[config.mk]
export PLATFORM = sky130hd
export DESIGN_NAME = adcs_seq
export DESIGN_NICKNAME = d
export VERILOG_FILES = /design/src/hdl/adcs_pkg.sv /design/src/hdl/adcs_seq.sv /design/src/hdl/adcs_trig.sv
export SDC_FILE = /design/constraint.sdc
export NUM_CORES = 1
export LEC_CHECK = 0
export ABC_CLOCK_PERIOD_IN_PS = 2750
export CORE_UTILIZATION = 40
export CTS_BUF_LIST = sky130_fd_sc_hd__clkbuf_4
export CTS_CLUSTER_DIAMETER = 100
export DETAILED_ROUTE_END_ITERATION = 6
export DONT_BUFFER_PORTS = 1
export GPL_ROUTABILITY_DRIVEN = 0
export PLACE_DENSITY = 0.63
export SYNTH_ARGS = -nofsm -noshare
export SYNTH_HDL_FRONTEND = slang
export SYNTH_SLANG_ARGS = --single-unit
[constraint.sdc]
create_clock -name MCLK_I -period 2.75 [get_ports MCLK_I]
set_input_delay 0.55 -clock MCLK_I [delete_from_list [all_inputs] [get_ports MCLK_I]]
set_output_delay 0.55 -clock MCLK_I [all_outputs]
set_load 0.02 [all_outputs]
[src/hdl/adcs_pkg.sv]
package adcs_pkg;

    // channel, result and counter widths
    localparam int CH_W  = 3;
    localparam int RES_W = 10;
    localparam int CNT_W = 11;

    // timing: figures in ns, clock rate in MHz
    localparam int CLK_MHZ    = 250;
    localparam int T_SAMP_NS  = 3750;
    localparam int T_CONV_NS  = 6130;
    localparam int SAMP_CYC   = (T_SAMP_NS * CLK_MHZ + 999) / 1000;
    localparam int CONV_CYC   = (T_CONV_NS * CLK_MHZ + 999) / 1000;
    // bit time is sized for 8 steps, so both resolutions meet the least conversion time
    localparam int RES8_STEPS = 8;
    localparam int BIT_CYC    = (CONV_CYC - SAMP_CYC + RES8_STEPS - 1) / RES8_STEPS;

    // bit positions of the successive approximation
    localparam logic [3:0] MSB_IDX    = 4'h9;
    localparam logic [3:0] LSB10_IDX  = 4'h0;
    localparam logic [3:0] LSB8_IDX   = 4'h2;

    // reset values
    localparam logic [RES_W-1:0] RES_RST = 10'h000;
    localparam logic [CH_W-1:0]  CH_RST  = 3'h0;
    // idle levels of the start pins, {ext trigger, timer 1}: sync chain starts here
    localparam logic [1:0]       PIN_RST = 2'h2;

    // conversion modes
    typedef enum logic [1:0] {
        ADCS_ONESHOT = 2'h0,
        ADCS_CONT    = 2'h1,
        ADCS_STOP    = 2'h2
    } adcs_mode_t;

    // start sources
    typedef enum logic [1:0] {
        ADCS_TRG_SW   = 2'h0,
        ADCS_TRG_TIM1 = 2'h1,
        ADCS_TRG_EXT  = 2'h2
    } adcs_trg_t;

    typedef struct packed {
        logic [1:0]      mode;
        logic            res8;
        logic [CH_W-1:0] start_ch;
        logic [CH_W-1:0] end_ch;
        logic [1:0]      trg_sel;
    } adcs_cfg_t;

    typedef struct packed {
        logic [CH_W-1:0]  ch;
        logic [RES_W-1:0] data;
    } adcs_res_t;

endpackage : adcs_pkg

[src/hdl/adcs_seq.sv]
// Overview of operation
// - each result is ten bits or eight bits, chosen by software.
// - software chooses which of eight analog channels is converted.
// - one-shot converts one channel or a run, then halts.
// - continuous repeats the single channel or run without further activation.
// - stop mode converts one channel, then waits for the next activation.
// - each completed conversion raises an interrupt and starts the I/O service.
// - with interrupts enabled, a pending result is never overwritten.
// - start comes from software, timer 1 rising edge, or trigger falling edge.
// - a full conversion with sampling takes at least 6.13 us.
// - sample-and-hold lasts at least 3.75 us.
module adcs_seq (
    // clock and reset
    input  wire logic                        MCLK_I,
    input  wire logic                        RST_N_I,
    // configuration
    input  wire logic [1:0]                  MODE_I,
    input  wire logic                        RES8_I,
    input  wire logic [adcs_pkg::CH_W-1:0]   START_CH_I,
    input  wire logic [adcs_pkg::CH_W-1:0]   END_CH_I,
    input  wire logic [1:0]                  TRG_SEL_I,
    input  wire logic                        INT_EN_I,
    // control
    input  wire logic                        SW_START_I,
    input  wire logic                        ABORT_I,
    input  wire logic                        IRQ_CLR_I,
    // start pins
    input  wire logic                        TIM1_I,
    input  wire logic                        EXT_TRG_I,
    // analog front end
    input  wire logic                        CMP_I,
    output logic                             SH_O,
    output logic [adcs_pkg::CH_W-1:0]        ANA_CH_O,
    output logic [adcs_pkg::RES_W-1:0]       DAC_CODE_O,
    // results and status
    output logic [adcs_pkg::RES_W-1:0]       RESULT_O,
    output logic [adcs_pkg::CH_W-1:0]        RESULT_CH_O,
    output logic                             IRQ_O,
    output logic                             IOS_REQ_O,
    output logic                             BUSY_O
);

    typedef enum logic [4:0] {
        S_IDLE   = 5'h01,
        S_SAMPLE = 5'h02,
        S_CONV   = 5'h04,
        S_STORE  = 5'h08,
        S_PAUSE  = 5'h10
    } adcs_state_t;

    adcs_state_t                     state_q, state_d;
    adcs_pkg::adcs_cfg_t             cfg;
    adcs_pkg::adcs_res_t             res_q, res_d;
    logic [adcs_pkg::CNT_W-1:0]      cnt_q, cnt_d;
    logic [adcs_pkg::CH_W-1:0]       ch_q, ch_d;
    logic [adcs_pkg::RES_W-1:0]      dac_q, dac_d;
    logic [3:0]                      bit_q, bit_d;
    logic                            irq_q, irq_d;
    logic                            ios_q, ios_d;
    logic                            cmp_meta_q, cmp_q;
    logic                            start_p;
    logic                            cnt_done;
    logic                            last_bit;
    logic                            last_ch;
    logic                            can_store;
    logic [adcs_pkg::CH_W-1:0]       next_ch;
    logic [3:0]                      lsb_idx;

    localparam logic [adcs_pkg::CNT_W-1:0] SAMP_LD =
        adcs_pkg::CNT_W'(adcs_pkg::SAMP_CYC - 1);
    localparam logic [adcs_pkg::CNT_W-1:0] BIT_LD =
        adcs_pkg::CNT_W'(adcs_pkg::BIT_CYC - 1);

    // one-hot mask of a bit position in the trial code
    function automatic logic [adcs_pkg::RES_W-1:0] bit_mask(input logic [3:0] idx);
        bit_mask = adcs_pkg::RES_W'(10'h001 << idx);
    endfunction : bit_mask

    assign cfg = '{mode: MODE_I, res8: RES8_I, start_ch: START_CH_I,
                   end_ch: END_CH_I, trg_sel: TRG_SEL_I};

    adcs_trig u_trig (
        .clk_i      (MCLK_I),
        .rst_n_i    (RST_N_I),
        .sel_i      (cfg.trg_sel),
        .sw_start_i (SW_START_I),
        .tim1_i     (TIM1_I),
        .ext_trg_i  (EXT_TRG_I),
        .start_o    (start_p)
    );

    // comparator is asynchronous to the machine clock
    always_ff @(posedge MCLK_I or negedge RST_N_I) begin
        if (!RST_N_I) begin
            cmp_meta_q <= 1'b0;
            cmp_q      <= 1'b0;
        end else begin
            cmp_meta_q <= CMP_I;
            cmp_q      <= cmp_meta_q;
        end
    end

    // sequence decode
    assign cnt_done  = (cnt_q == '0);
    assign lsb_idx   = cfg.res8 ? adcs_pkg::LSB8_IDX : adcs_pkg::LSB10_IDX;
    assign last_bit  = (bit_q == lsb_idx);
    assign last_ch   = (ch_q == cfg.end_ch);
    assign next_ch   = last_ch ? cfg.start_ch : ch_q + 3'h1;
    // a pending result blocks the next store only while interrupts are enabled
    assign can_store = ~(INT_EN_I & irq_q);

    // sequencer next state
    always_comb begin
        state_d = state_q;
        cnt_d   = cnt_q;
        ch_d    = ch_q;
        dac_d   = dac_q;
        bit_d   = bit_q;
        res_d   = res_q;
        ios_d   = 1'b0;
        irq_d   = irq_q & ~IRQ_CLR_I;
        unique case (state_q)
            S_IDLE: begin
                if (start_p) begin
                    state_d = S_SAMPLE;
                    ch_d    = cfg.start_ch;
                    cnt_d   = SAMP_LD;
                end
            end
            S_PAUSE: begin
                if (start_p) begin
                    state_d = S_SAMPLE;
                    cnt_d   = SAMP_LD;
                end
            end
            S_SAMPLE: begin
                cnt_d = cnt_q - 11'h001;
                if (cnt_done) begin
                    state_d = S_CONV;
                    cnt_d   = BIT_LD;
                    bit_d   = adcs_pkg::MSB_IDX;
                    dac_d   = bit_mask(adcs_pkg::MSB_IDX);
                end
            end
            S_CONV: begin
                cnt_d = cnt_q - 11'h001;
                if (cnt_done) begin
                    // comparator low means the trial code is above the input
                    dac_d = cmp_q ? dac_q : (dac_q & ~bit_mask(bit_q));
                    cnt_d = BIT_LD;
                    if (last_bit) begin
                        state_d = S_STORE;
                    end else begin
                        bit_d = bit_q - 4'h1;
                        dac_d = dac_d | bit_mask(bit_q - 4'h1);
                    end
                end
            end
            S_STORE: begin
                if (can_store) begin
                    res_d.ch   = ch_q;
                    res_d.data = cfg.res8 ? {2'h0, dac_q[9:2]} : dac_q;
                    irq_d      = 1'b1;
                    ios_d      = 1'b1;
                    ch_d       = next_ch;
                    cnt_d      = SAMP_LD;
                    if (cfg.mode == adcs_pkg::ADCS_CONT) begin
                        state_d = S_SAMPLE;
                    end else if (last_ch) begin
                        state_d = S_IDLE;
                    end else if (cfg.mode == adcs_pkg::ADCS_STOP) begin
                        state_d = S_PAUSE;
                    end else begin
                        state_d = S_SAMPLE;
                    end
                end
            end
            default: begin
                state_d = S_IDLE;
            end
        endcase
        if (ABORT_I) begin
            state_d = S_IDLE;
        end
    end

    // state registers
    always_ff @(posedge MCLK_I or negedge RST_N_I) begin
        if (!RST_N_I) begin
            state_q <= S_IDLE;
            cnt_q   <= '0;
            ch_q    <= adcs_pkg::CH_RST;
            dac_q   <= adcs_pkg::RES_RST;
            bit_q   <= adcs_pkg::MSB_IDX;
        end else begin
            state_q <= state_d;
            cnt_q   <= cnt_d;
            ch_q    <= ch_d;
            dac_q   <= dac_d;
            bit_q   <= bit_d;
        end
    end

    // result and event registers
    always_ff @(posedge MCLK_I or negedge RST_N_I) begin
        if (!RST_N_I) begin
            res_q <= '{ch: adcs_pkg::CH_RST, data: adcs_pkg::RES_RST};
            irq_q <= 1'b0;
            ios_q <= 1'b0;
        end else begin
            res_q <= res_d;
            irq_q <= irq_d;   // set wins over a clear in the same cycle
            ios_q <= ios_d;
        end
    end

    // outputs
    assign SH_O        = (state_q == S_SAMPLE);
    assign ANA_CH_O    = ch_q;
    assign DAC_CODE_O  = dac_q;
    assign RESULT_O    = res_q.data;
    assign RESULT_CH_O = res_q.ch;
    assign IRQ_O       = irq_q;
    assign IOS_REQ_O   = ios_q;
    assign BUSY_O      = (state_q != S_IDLE);

endmodule : adcs_seq

[src/hdl/adcs_trig.sv]
module adcs_trig (
    // clock and reset
    input  wire logic       clk_i,
    input  wire logic       rst_n_i,
    // start sources
    input  wire logic [1:0] sel_i,
    input  wire logic       sw_start_i,
    input  wire logic       tim1_i,
    input  wire logic       ext_trg_i,
    // selected start event
    output logic            start_o
);

    logic [1:0] meta_q;
    logic [1:0] sync_q;
    logic [1:0] last_q;
    logic [1:0] raw;
    logic       tim1_rise;
    logic       ext_fall;

    assign raw = {ext_trg_i, tim1_i};

    // two flops per pin input, then a third for edge detection
    genvar g;
    generate
        for (g = 0; g < 2; g++) begin : g_sync
            always_ff @(posedge clk_i or negedge rst_n_i) begin
                if (!rst_n_i) begin
                    meta_q[g] <= adcs_pkg::PIN_RST[g];
                    sync_q[g] <= adcs_pkg::PIN_RST[g];
                    last_q[g] <= adcs_pkg::PIN_RST[g];
                end else begin
                    meta_q[g] <= raw[g];
                    sync_q[g] <= meta_q[g];
                    last_q[g] <= sync_q[g];
                end
            end
        end
    endgenerate

    // whole chain resets to the pin's idle level, so release of reset is no edge
    assign tim1_rise = sync_q[0] & ~last_q[0];
    assign ext_fall  = ~sync_q[1] & last_q[1];

    // only the selected source starts a conversion
    assign start_o = (sel_i == adcs_pkg::ADCS_TRG_SW)   ? sw_start_i :
                     (sel_i == adcs_pkg::ADCS_TRG_TIM1) ? tim1_rise  :
                     (sel_i == adcs_pkg::ADCS_TRG_EXT)  ? ext_fall   :
                     1'b0;

endmodule : adcs_trig

==> results of run 1 <==
-- power by group through the flow --
stage | clock network (mW) | registers (mW) | logic, mW
floorplan | 0 | 1.00 | 0.441
global placement | 0 | 1.02 | 0.546
detailed placement | 0 | 1.02 | 0.552
CTS | 0.473 | 1.01 | 0.576
global route | 0.510 | 1.02 | 0.640
finish | 0.463 | 1.01 | 0.573
-- cells in the final DEF, fill, tap and decap left out, types with 3 or more instances in the layout --
cell type and n:
inv_1 16, nand3_1 10, nor2_1 15, and3_1 3, buf_4 6, mux2i_1 11
or4_1 4, dfstp_2 6, nor3_1 7, a22o_1 7, a21o_1 3, nor2b_1 3
nand2_1 30, dfrtp_1 50, ha_1 8, a21oi_1 10, nand2b_1 8, xnor2_1 7
o21ai_0 30, mux2_2 6, a31oi_1 9, clkbuf_4 5
-- cell type report --
type                       instances  area [um^2]
clock buffer                       5         37.5
inverter                          16         60.1
fill                             697         4020
clock inverter                     3         42.5
sequential                        56         1410
timing repair buffer               8         82.6
tap                               99          124
multi-input combinational        216         1480
-- per-layer routing --
metal,global-route usage [%],up-vias
met3,3.64,6
met5,0,-
met4,3.52,0
met1,22.4,1040
met2,28.5,66
li1,-,1091
-- worst max-delay path: stages, from the launching register on --
cell and delay (ns):
dfrtp_1 0.42, inv_1 0.13, ha_1 0.15, nor4b_1 0.35, or4b_4 0.66, nand2_4 0.17, and3_4 0.22, mux2_4 0.29
-- stage by stage --
| stage | hold WS (ns) | power, mW | util [%] | worst slack [ns] | cell area (um^2) |
|---|---|---|---|---|---|
| final | 0.142 | 2.04 | 44.6 | 0.294 | 3230 |
| after global routing | 0.110 | 2.17 | 44.6 | 0.118 | 3230 |
| after CTS | 0.132 | 2.06 | 44.6 | 0.267 | 3230 |
| after detailed placement | 0.256 | 1.57 | 43.0 | 0.268 | 3120 |
| after global placement | 0.256 | 1.57 | 43.0 | 0.344 | 3120 |
| after floorplan | 0.254 | 1.44 | - | 0.405 | 3010 |
-- synth_stat cells (4+ instances only) --
cell type / number / area, um^2
dfrtp_1: 50 / 1250
nand2_1: 30 / 113
o21ai_0: 30 / 150
inv_1: 16 / 60.1
nor2_1: 15 / 56.3
mux2i_1: 11 / 110
a21oi_1: 10 / 50.1
nand3_1: 10 / 50.1
a31oi_1: 9 / 56.3
clkbuf_1: 9 / 33.8
ha_1: 8 / 100
nand2b_1: 8 / 50.1
a22o_1: 7 / 61.3
nor3_1: 7 / 35.0
xnor2_1: 7 / 61.3
dfstp_2: 6 / 158
mux2_2: 6 / 67.6
or4_1: 4 / 30.0
-- registers in the layout, indices dropped and copies added, names as in the netlist --
signal and cells:
cmp_meta_q 1, bit_q 4, IRQ_O 1, RESULT_O 10, ANA_CH_O 3, IOS_REQ_O 1
cnt_q 11, state_q 5, u_trig.last_q 2, DAC_CODE_O 10, cmp_q 1, u_trig.sync_q 2
u_trig.meta_q 2, RESULT_CH_O 3
-- worst max path at each step --
stage	start	endpoint	slack, ns	depth (start not counted)
after floorplan	TRG_SEL_I[0]	state_q[2]	0.40	5
after global placement	cnt_q[7]	state_q[2]	0.34	5
after detailed placement	cnt_q[0]	state_q[2]	0.27	7
after CTS	cnt_q[0]	state_q[2]	0.27	7
after global routing	cnt_q[0]	bit_q[0]	0.12	7
final	cnt_q[0]	state_q[2]	0.29	7
-- kinds of logic (layout without fill, tap and decap cells) --
group                      count (synthesis)  after routing  synth area share (%)
xor gates and xnor gates                   9              9                  2.62
muxes                                     18             18                  6.40
adders and majority gates                  9              9                  3.66
AOI/OAI and AO/OA                         79             79                  17.2
DFF                                       56             56                  46.8
buffers and inverters                     28             32                  4.03
and+or+nand+nor                          101            101                  19.3
-- timing repair --
item,4_1_cts,5_1_grt
hold buffers,2,0
hold endpoints to repair,56,0
endpoints found under the setup margin,0,0
setup buffers,0,0
==> results.json, run 1 <==
{
  "status": "completed",
  "final_cells": 403,
  "post-dp-hpwl_um": 4400,
  "fin_skew_ns": 0.0208,
  "grt_pass1_vias": 2106,
  "maxSlewHeadroom_pct": 55.3,
  "antenna_found_initial": 0,
  "drv_cap": 0,
  "syn-mean-instance-area_um2": 10.0,
  "power_switching_mw": 0.709,
  "die_width_um": 88.7,
  "synth_cell_types": 57,
  "worstMarginPinSlew_ns": 0.665,
  "ios": 50,
  "yosysSeqAreaShare_pct": 46.8,
  "period_needed_ns": 2.46,
  "critPathMaxFanout": 13,
  "crit_path_start_kind": "register",
  "hold_path.class": "primary input to register",
  "wl_per_cell_um": 15.0,
  "period_share_pct": 89.3,
  "p_per_area_mw_per_mm2": 632,
  "coreArea_mm2": 0.00725,
  "fmax_mhz": 407,
  "routed-wl-met2_um": 2760,
  "synthFlopType": "dfrtp_1",
  "ys_ff_latch": 56,
  "vias": 2203,
  "grt_pass1_wl_um": 10400,
  "syn_to_final_growth_pct": 7.48,
  "drtIter0Drc": 122,
  "r2r-start": "cnt_q[0]",
  "detail-route-antenna-nets": 0,
  "htree_levels": 2,
  "postCtsResizedCells": 0,
  "tns_ns": 0,
  "synth-edff-count": 0,
  "synth_warnings": 0,
  "synthArstFlopShare_pct": 100,
  "r2r_end": "state_q[2]",
  "wirelength_um": 6050,
  "peakVddDrop_uv": 363,
  "clkTransAtPathRegs_ns": 0.18,
  "port_buffers": 0,
  "final_net_count": 331,
  "whs_path_depth": 0,
  "clock_latency_ns": 0.39,
  "rsz0062_at_grt": "false",
  "seq_power_share_pct": 49.3,
  "drv_slew": 0,
  "power.leakage_nw": 1.39,
  "synth_area_mm2": 0.00301,
  "overflow": 0,
  "routed-wl-met3_um": 342,
  "track_usage_pct": 16.9,
  "ctsRootBufferMaster": "clkbuf_4",
  "hold_end": "u_trig.meta_q[1]",
  "cts_tree": "built",
  "sw_frac_of_total_pct": 34.7,
  "synthCells": 300,
  "drc_errors": 0,
  "initial_core_util_pct": 41.5,
  "worstSetupPathType": "register to register",
  "routed.top_layer": "met4",
  "setup_violations": 0,
  "vias_per_cell": 5.47,
  "worst-r2r-setup-slack_ns": 0.29,
  "drive_above_1_share_pct": 13.5,
  "power_frac_clock_pct": 22.7,
  "syn_nets": 328,
  "die_h_um": 88.7,
  "place_inst": 393,
  "arrival_ns": 2.76,
  "die-area_mm2": 0.00787,
  "pwr-share-comb_pct": 28.1,
  "rows": 31,
  "cts_buffer_depth": 2,
  "critPathRequiredTime_ns": 3.06,
  "grt_max_degree": 57,
  "holdCritStartpoint": "EXT_TRG_I",
  "diodes": 0,
  "cts.sinks": 56,
  "hold_viol": 0,
  "firstDrtPassIters": 4,
  "p_int_mw": 1.33,
  "cts_buffers": 5,
  "end_kind": "register",
  "m1WireLength_um": 2900,
  "rr_worst_depth": 7
}
No activity file was read; power rests on OpenSTA's default activity.
==> run 2: changes to the inputs <==
--- a/config.mk
+++ b/config.mk
@@ -13,6 +13,7 @@
 export DONT_BUFFER_PORTS = 1
 export GPL_ROUTABILITY_DRIVEN = 0
 export PLACE_DENSITY = 0.63
+export SETUP_SLACK_MARGIN = 0.5
 export SYNTH_ARGS = -nofsm -noshare
 export SYNTH_HDL_FRONTEND = slang
 export SYNTH_SLANG_ARGS = --single-unit
==> run 2 against run 1 <==
Effect of this change:
- register-to-register slack better by 0.22 ns
- wire length grew 8.7%
- critical path depth fell by 2
- largest power group unchanged
- power up 6.5%
- maximum frequency is 9.6% higher
- combinational power grew 8.2%
- clock power rose by 17%
- cell area increased by 5.3%
- worst hold slack gained 0.022 ns
==> results.json, run 2 (synthesis gave the netlist of run 1 again) <==
{
  "grt_pass1_vias": 2255,
  "power.leakage_nw": 1.47,
  "p_per_area_mw_per_mm2": 639,
  "status": "completed",
  "drc_errors": 0,
  "period_share_pct": 81.5,
  "critPathRequiredTime_ns": 3.03,
  "die-area_mm2": 0.00787,
  "antenna_found_initial": 0,
  "ctsRootBufferMaster": "clkbuf_4",
  "clkTransAtPathRegs_ns": 0.15,
  "whs_path_depth": 0,
  "grt_pass1_wl_um": 10600,
  "r2r-start": "cnt_q[5]",
  "drv_cap": 0,
  "crit_chain": "or4_4 -> or4b_4 -> nand2_8 -> and3_4 -> mux2_4",
  "cts_buffers": 5,
  "vias_per_cell": 5.58,
  "die_h_um": 88.7,
  "top_register": "cnt_q",
  "firstDrtPassIters": 4,
  "cts_buffer_depth": 2,
  "holdCritStartpoint": "EXT_TRG_I",
  "cts_tree": "built",
  "cts.sinks": 56,
  "worst_path_max_delay_cell": "or4b_4",
  "arrival_ns": 2.52,
  "fmax_mhz": 446,
  "detail-route-antenna-nets": 0,
  "hold_path.class": "primary input to register",
  "post-dp-hpwl_um": 4690,
  "wl_per_cell_um": 16.0,
  "worstMarginPinSlew_ns": 0.668,
  "initial_core_util_pct": 41.5,
  "worstSetupPathType": "register to register",
  "rows": 31,
  "syn_to_final_growth_pct": 13.2,
  "rr_worst_depth": 5,
  "clock_latency_ns": 0.37,
  "track_usage_pct": 17.7,
  "largest_reg_flops": 11,
  "vias": 2301,
  "wirelength_um": 6580,
  "drv_slew": 0,
  "slowest_delay_ns": 0.57,
  "critPathMaxFanout": 9,
  "die_width_um": 88.7,
  "coreArea_mm2": 0.00725,
  "peakVddDrop_uv": 316,
  "rsz0062_at_grt": "true",
  "hold_viol": 0,
  "period_needed_ns": 2.24,
  "crit_path_start_kind": "register",
  "overflow": 0,
  "drtIter0Drc": 114,
  "final_cell_mix": "dfrtp_1, nand2_1, o21ai_0",
  "fill_cells": 699,
  "tns_ns": 0,
  "htree_levels": 2,
  "port_buffers": 0,
  "final_net_count": 340,
  "hold_end": "u_trig.meta_q[1]",
  "ios": 50,
  "setup_violations": 0,
  "fin_skew_ns": 0.0131,
  "grt_max_degree": 57,
  "worst-r2r-setup-slack_ns": 0.51,
  "hold_slack_ns": 0.164,
  "diodes": 0,
  "final_common_cell": "dfrtp_1",
  "drive_above_1_share_pct": 17.3,
  "maxSlewHeadroom_pct": 55.1,
  "end_kind": "register",
  "r2r_end": "state_q[2]"
}
-- run 2: cell count changes in the layout (fill, tap and decap cells not counted), sizes merged --
| cell | before | now |
|---|---|---|
| buf | 7 | 15 |
| bufinv | 1 | 2 |
| clkinv | 2 | 0 |
| nor2 | 16 | 17 |
| clkbuf | 5 | 6 |
-- run 2: repair_timing --
item	4_1_cts	5_1_grt
endpoints found under the setup margin	22	21
endpoints found under the hold margin	56	15
cloned	1	0
buffers inserted	5	3
gates resized for setup	6	4
pin swaps	4	9
hold buffers	1	1
-- run 2: how the worst max path moves through the flow --
stage / startpoint / end / slack, ns
finish: cnt_q[5] / state_q[2] / 0.51
global route: cnt_q[5] / bit_q[2] / 0.47
CTS: cnt_q[6] / state_q[2] / 0.45
detailed placement: cnt_q[0] / state_q[2] / 0.27
global placement: cnt_q[0] / state_q[2] / 0.34
floorplan: cnt_q[6] / state_q[2] / 0.45
-- run 2: through the flow --
stage               area [um^2]  std cells  util, %  worst slack (ns)  total power [mW]
floorplan                  3020        300        -             0.454              1.44
global placement           3120        393     43.1             0.336              1.57
detailed placement         3120        393     43.1             0.271              1.58
CTS                        3350        408     46.2             0.446              2.18
global route               3410        412     47.0             0.472              2.31
finish                     3410        412     47.0             0.509              2.18
-- run 2: worst max-delay path, delay by kind of cell, from the launching register on --
family           cells  cell delay [ns]
multiplexers         1             0.29
AND/OR/NAND/NOR      4             1.44
flip-flops           1             0.42
-- run 2: routing by layer --
metal	vias to the layer above	GRT usage (%)	share of wire, %
met5	-	0	0
li1	1107	-	-
met2	58	30.8	49
met4	0	5.43	1.2
met3	6	3.26	6.1
met1	1130	22.2	44
-- run 2: area by class of cell --
type | count | area, um^2 | share of cell area [%]
Clock buffer | 6 | 45.0 | 1.32
Clock inverter | 2 | 60.1 | 1.76
Inverter | 16 | 60.1 | 1.76
Multi-Input combinational cell | 217 | 1550 | 45.6
Sequential cell | 56 | 1410 | 41.4
Tap cell | 99 | 124 | 3.64
Timing Repair Buffer | 16 | 155 | 4.55
-- run 2: report_power, final --
part           internal, mW  switching, mW
registers             0.892          0.121
clock network         0.294          0.249
logic                 0.276          0.345
total                  1.46          0.714
==> run 3: changes to the inputs <==
--- a/config.mk
+++ b/config.mk
@@ -5,14 +5,14 @@
 export SDC_FILE = /design/constraint.sdc
 export NUM_CORES = 1
 export LEC_CHECK = 0
-export ABC_CLOCK_PERIOD_IN_PS = 2750
+export ABC_CLOCK_PERIOD_IN_PS = 2000
 export CORE_UTILIZATION = 40
 export CTS_BUF_LIST = sky130_fd_sc_hd__clkbuf_4
 export CTS_CLUSTER_DIAMETER = 100
 export DETAILED_ROUTE_END_ITERATION = 6
 export DONT_BUFFER_PORTS = 1
 export GPL_ROUTABILITY_DRIVEN = 0
-export PLACE_DENSITY = 0.63
+export PLACE_DENSITY = 0.65
 export SETUP_SLACK_MARGIN = 0.5
 export SYNTH_ARGS = -nofsm -noshare
 export SYNTH_HDL_FRONTEND = slang
==> constraint.sdc (replaced) <==
create_clock -name MCLK_I -period 2 [get_ports MCLK_I]
set_input_delay 0.4 -clock MCLK_I [delete_from_list [all_inputs] [get_ports MCLK_I]]
set_output_delay 0.4 -clock MCLK_I [all_outputs]
set_load 0.02 [all_outputs]
==> run 3 against run 2 <==
Effect of this change:
- the run now ends with hold timing, setup timing left
- cell count grew 9.7%
- first-iteration DRC count shrank 7.0%
- power grew 57%
- register-to-register slack lost 0.68 ns
- non-clock buffer count grew 38
- sequential power grew 30%
- clock skew shrank 0.0060 ns
- count of clock-buffer cells in the layout shrank 1
- combinational power grew to 2.6 times the previous value
- global-route usage grew 1.4 points
- flip-flop and latch count is the same
- sequential share of layout area shrank 5.8 points
- critical path type unchanged
- critical endpoint unchanged
- largest cell class unchanged
==> results.json, run 3 (synthesis gave the netlist of run 1 again) <==
{
  "antenna_found_initial": 0,
  "drive_above_1_share_pct": 37.4,
  "rsz0062_at_grt": "true",
  "drv_cap": 0,
  "final_cell_mix": "dfrtp_1, buf_4, nand2_1",
  "crit_chain": "or4_4 -> or4b_4 -> nand2_4 -> and3_4 -> mux2_4",
  "setup_violations": 21,
  "die_width_um": 88.7,
  "track_usage_pct": 19.0,
  "final_net_count": 380,
  "coreArea_mm2": 0.00725,
  "status": "complete, but fails checks",
  "cts_buffer_depth": 2,
  "grt_pass1_vias": 2463,
  "critPathMaxFanout": 3,
  "peakVddDrop_uv": 415,
  "maxSlewHeadroom_pct": 65.4,
  "drtIter0Drc": 106,
  "overflow": 0,
  "initial_core_util_pct": 41.5,
  "worst_path_max_delay_cell": "or4b_4",
  "clock_latency_ns": 0.37,
  "port_buffers": 0,
  "cts_tree": "built",
  "drv_slew": 0,
  "htree_levels": 2,
  "worstMarginPinSlew_ns": 0.516,
  "dpl_cell_area_mm2": 0.00342,
  "die-area_mm2": 0.00787,
  "top_register": "cnt_q",
  "path_delay_family": "simple AND/OR/NAND/NOR gates",
  "worst_slack_ns": -0.175,
  "p_per_area_mw_per_mm2": 863,
  "post-dp-hpwl_um": 4990,
  "syn_to_final_growth_pct": 31.9,
  "dp_slack_ns": -0.236,
  "diodes": 0,
  "cts.sinks": 56,
  "stdcell_area_mm2": 0.00397,
  "hold_slack_ns": -0.303,
  "detail-route-antenna-nets": 0,
  "place_inst": 420,
  "grt_pass1_wl_um": 11600,
  "hold_path.class": "primary input to async pin",
  "slowest_delay_ns": 0.55,
  "crit_buf_inv": 0,
  "total_power_mw": 3.42,
  "grt_max_degree": 57,
  "period_needed_ns": 2.17,
  "final_common_cell": "dfrtp_1",
  "wl_per_cell_um": 16.6,
  "hold_viol": 56,
  "arrival_ns": 2.44,
  "final_util_pct": 54.7,
  "power.leakage_nw": 1.70,
  "largest_reg_flops": 11,
  "tns_ns": -2.16,
  "drc_errors": 0,
  "critPathRequiredTime_ns": 2.27,
  "final_cells": 452,
  "clkTransAtPathRegs_ns": 0.17,
  "violations": "hold timing, setup timing",
  "period_share_pct": 109,
  "fmax_mhz": 460,
  "firstDrtPassIters": 4,
  "fin_skew_ns": 0.00705,
  "cts_buffers": 5,
  "wirelength_um": 7490,
  "vias_per_cell": 5.53,
  "crit_path_start_kind": "register",
  "rows": 31,
  "end_kind": "register",
  "die_h_um": 88.7,
  "ios": 50,
  "vias": 2500,
  "ctsRootBufferMaster": "clkbuf_4",
  "worstSetupPathType": "register to register"
}
## run 3: power by group
group          switching, mW  internal (mW)
combinational          0.809          0.806
sequential            0.0823           1.23
clock                  0.365          0.134
total                   1.26           2.17
## run 3: metal layers
layer	global-route usage, %	vias to the layer above	wire length [um]	share of wire (%)
met2	35.1	47	3910	52
met5	0	-	0	0
met1	23.4	1261	3280	44
met4	4.40	0	65	0.87
met3	2.61	7	235	3.1
li1	-	1185	-	-
## run 3: path summary, 6_finish.rpt
kind / startpoint / to / slack, ns / cells after the start
setup / recovery: cnt_q[6] / state_q[2] / -0.17 / 5
hold / removal: RST_N_I / cmp_meta_q / -0.30 / 0
setup reg to reg: cnt_q[6] / state_q[2] / -0.17 / 5
hold reg to reg: u_trig.meta_q[0] / u_trig.sync_q[0] / 0.37 / 0
max in group asynchronous: RST_N_I / state_q[0] / 2.11 / 0
min in group MCLK_I: ABORT_I / state_q[3] / 0.09 / 1
## run 3: layout make-up
class	count	area (um^2)
Clock buffer	5	37.5
Tap cell	99	124
Sequential cell	56	1410
Timing Repair Buffer	54	485
Clock inverter	3	18.8
Fill cell	624	3280
Multi-Input combinational cell	219	1830
Inverter	16	60.1
## run 3: timing repair
item                                    4_1_cts  5_1_grt
pin swaps                                    19       12
gates cloned                                  2        1
gates resized for setup                      43       31
setup buffers                                10        8
endpoints found under the setup margin       38       47
hold endpoints to repair                     57       58
hold buffers                                  1        2
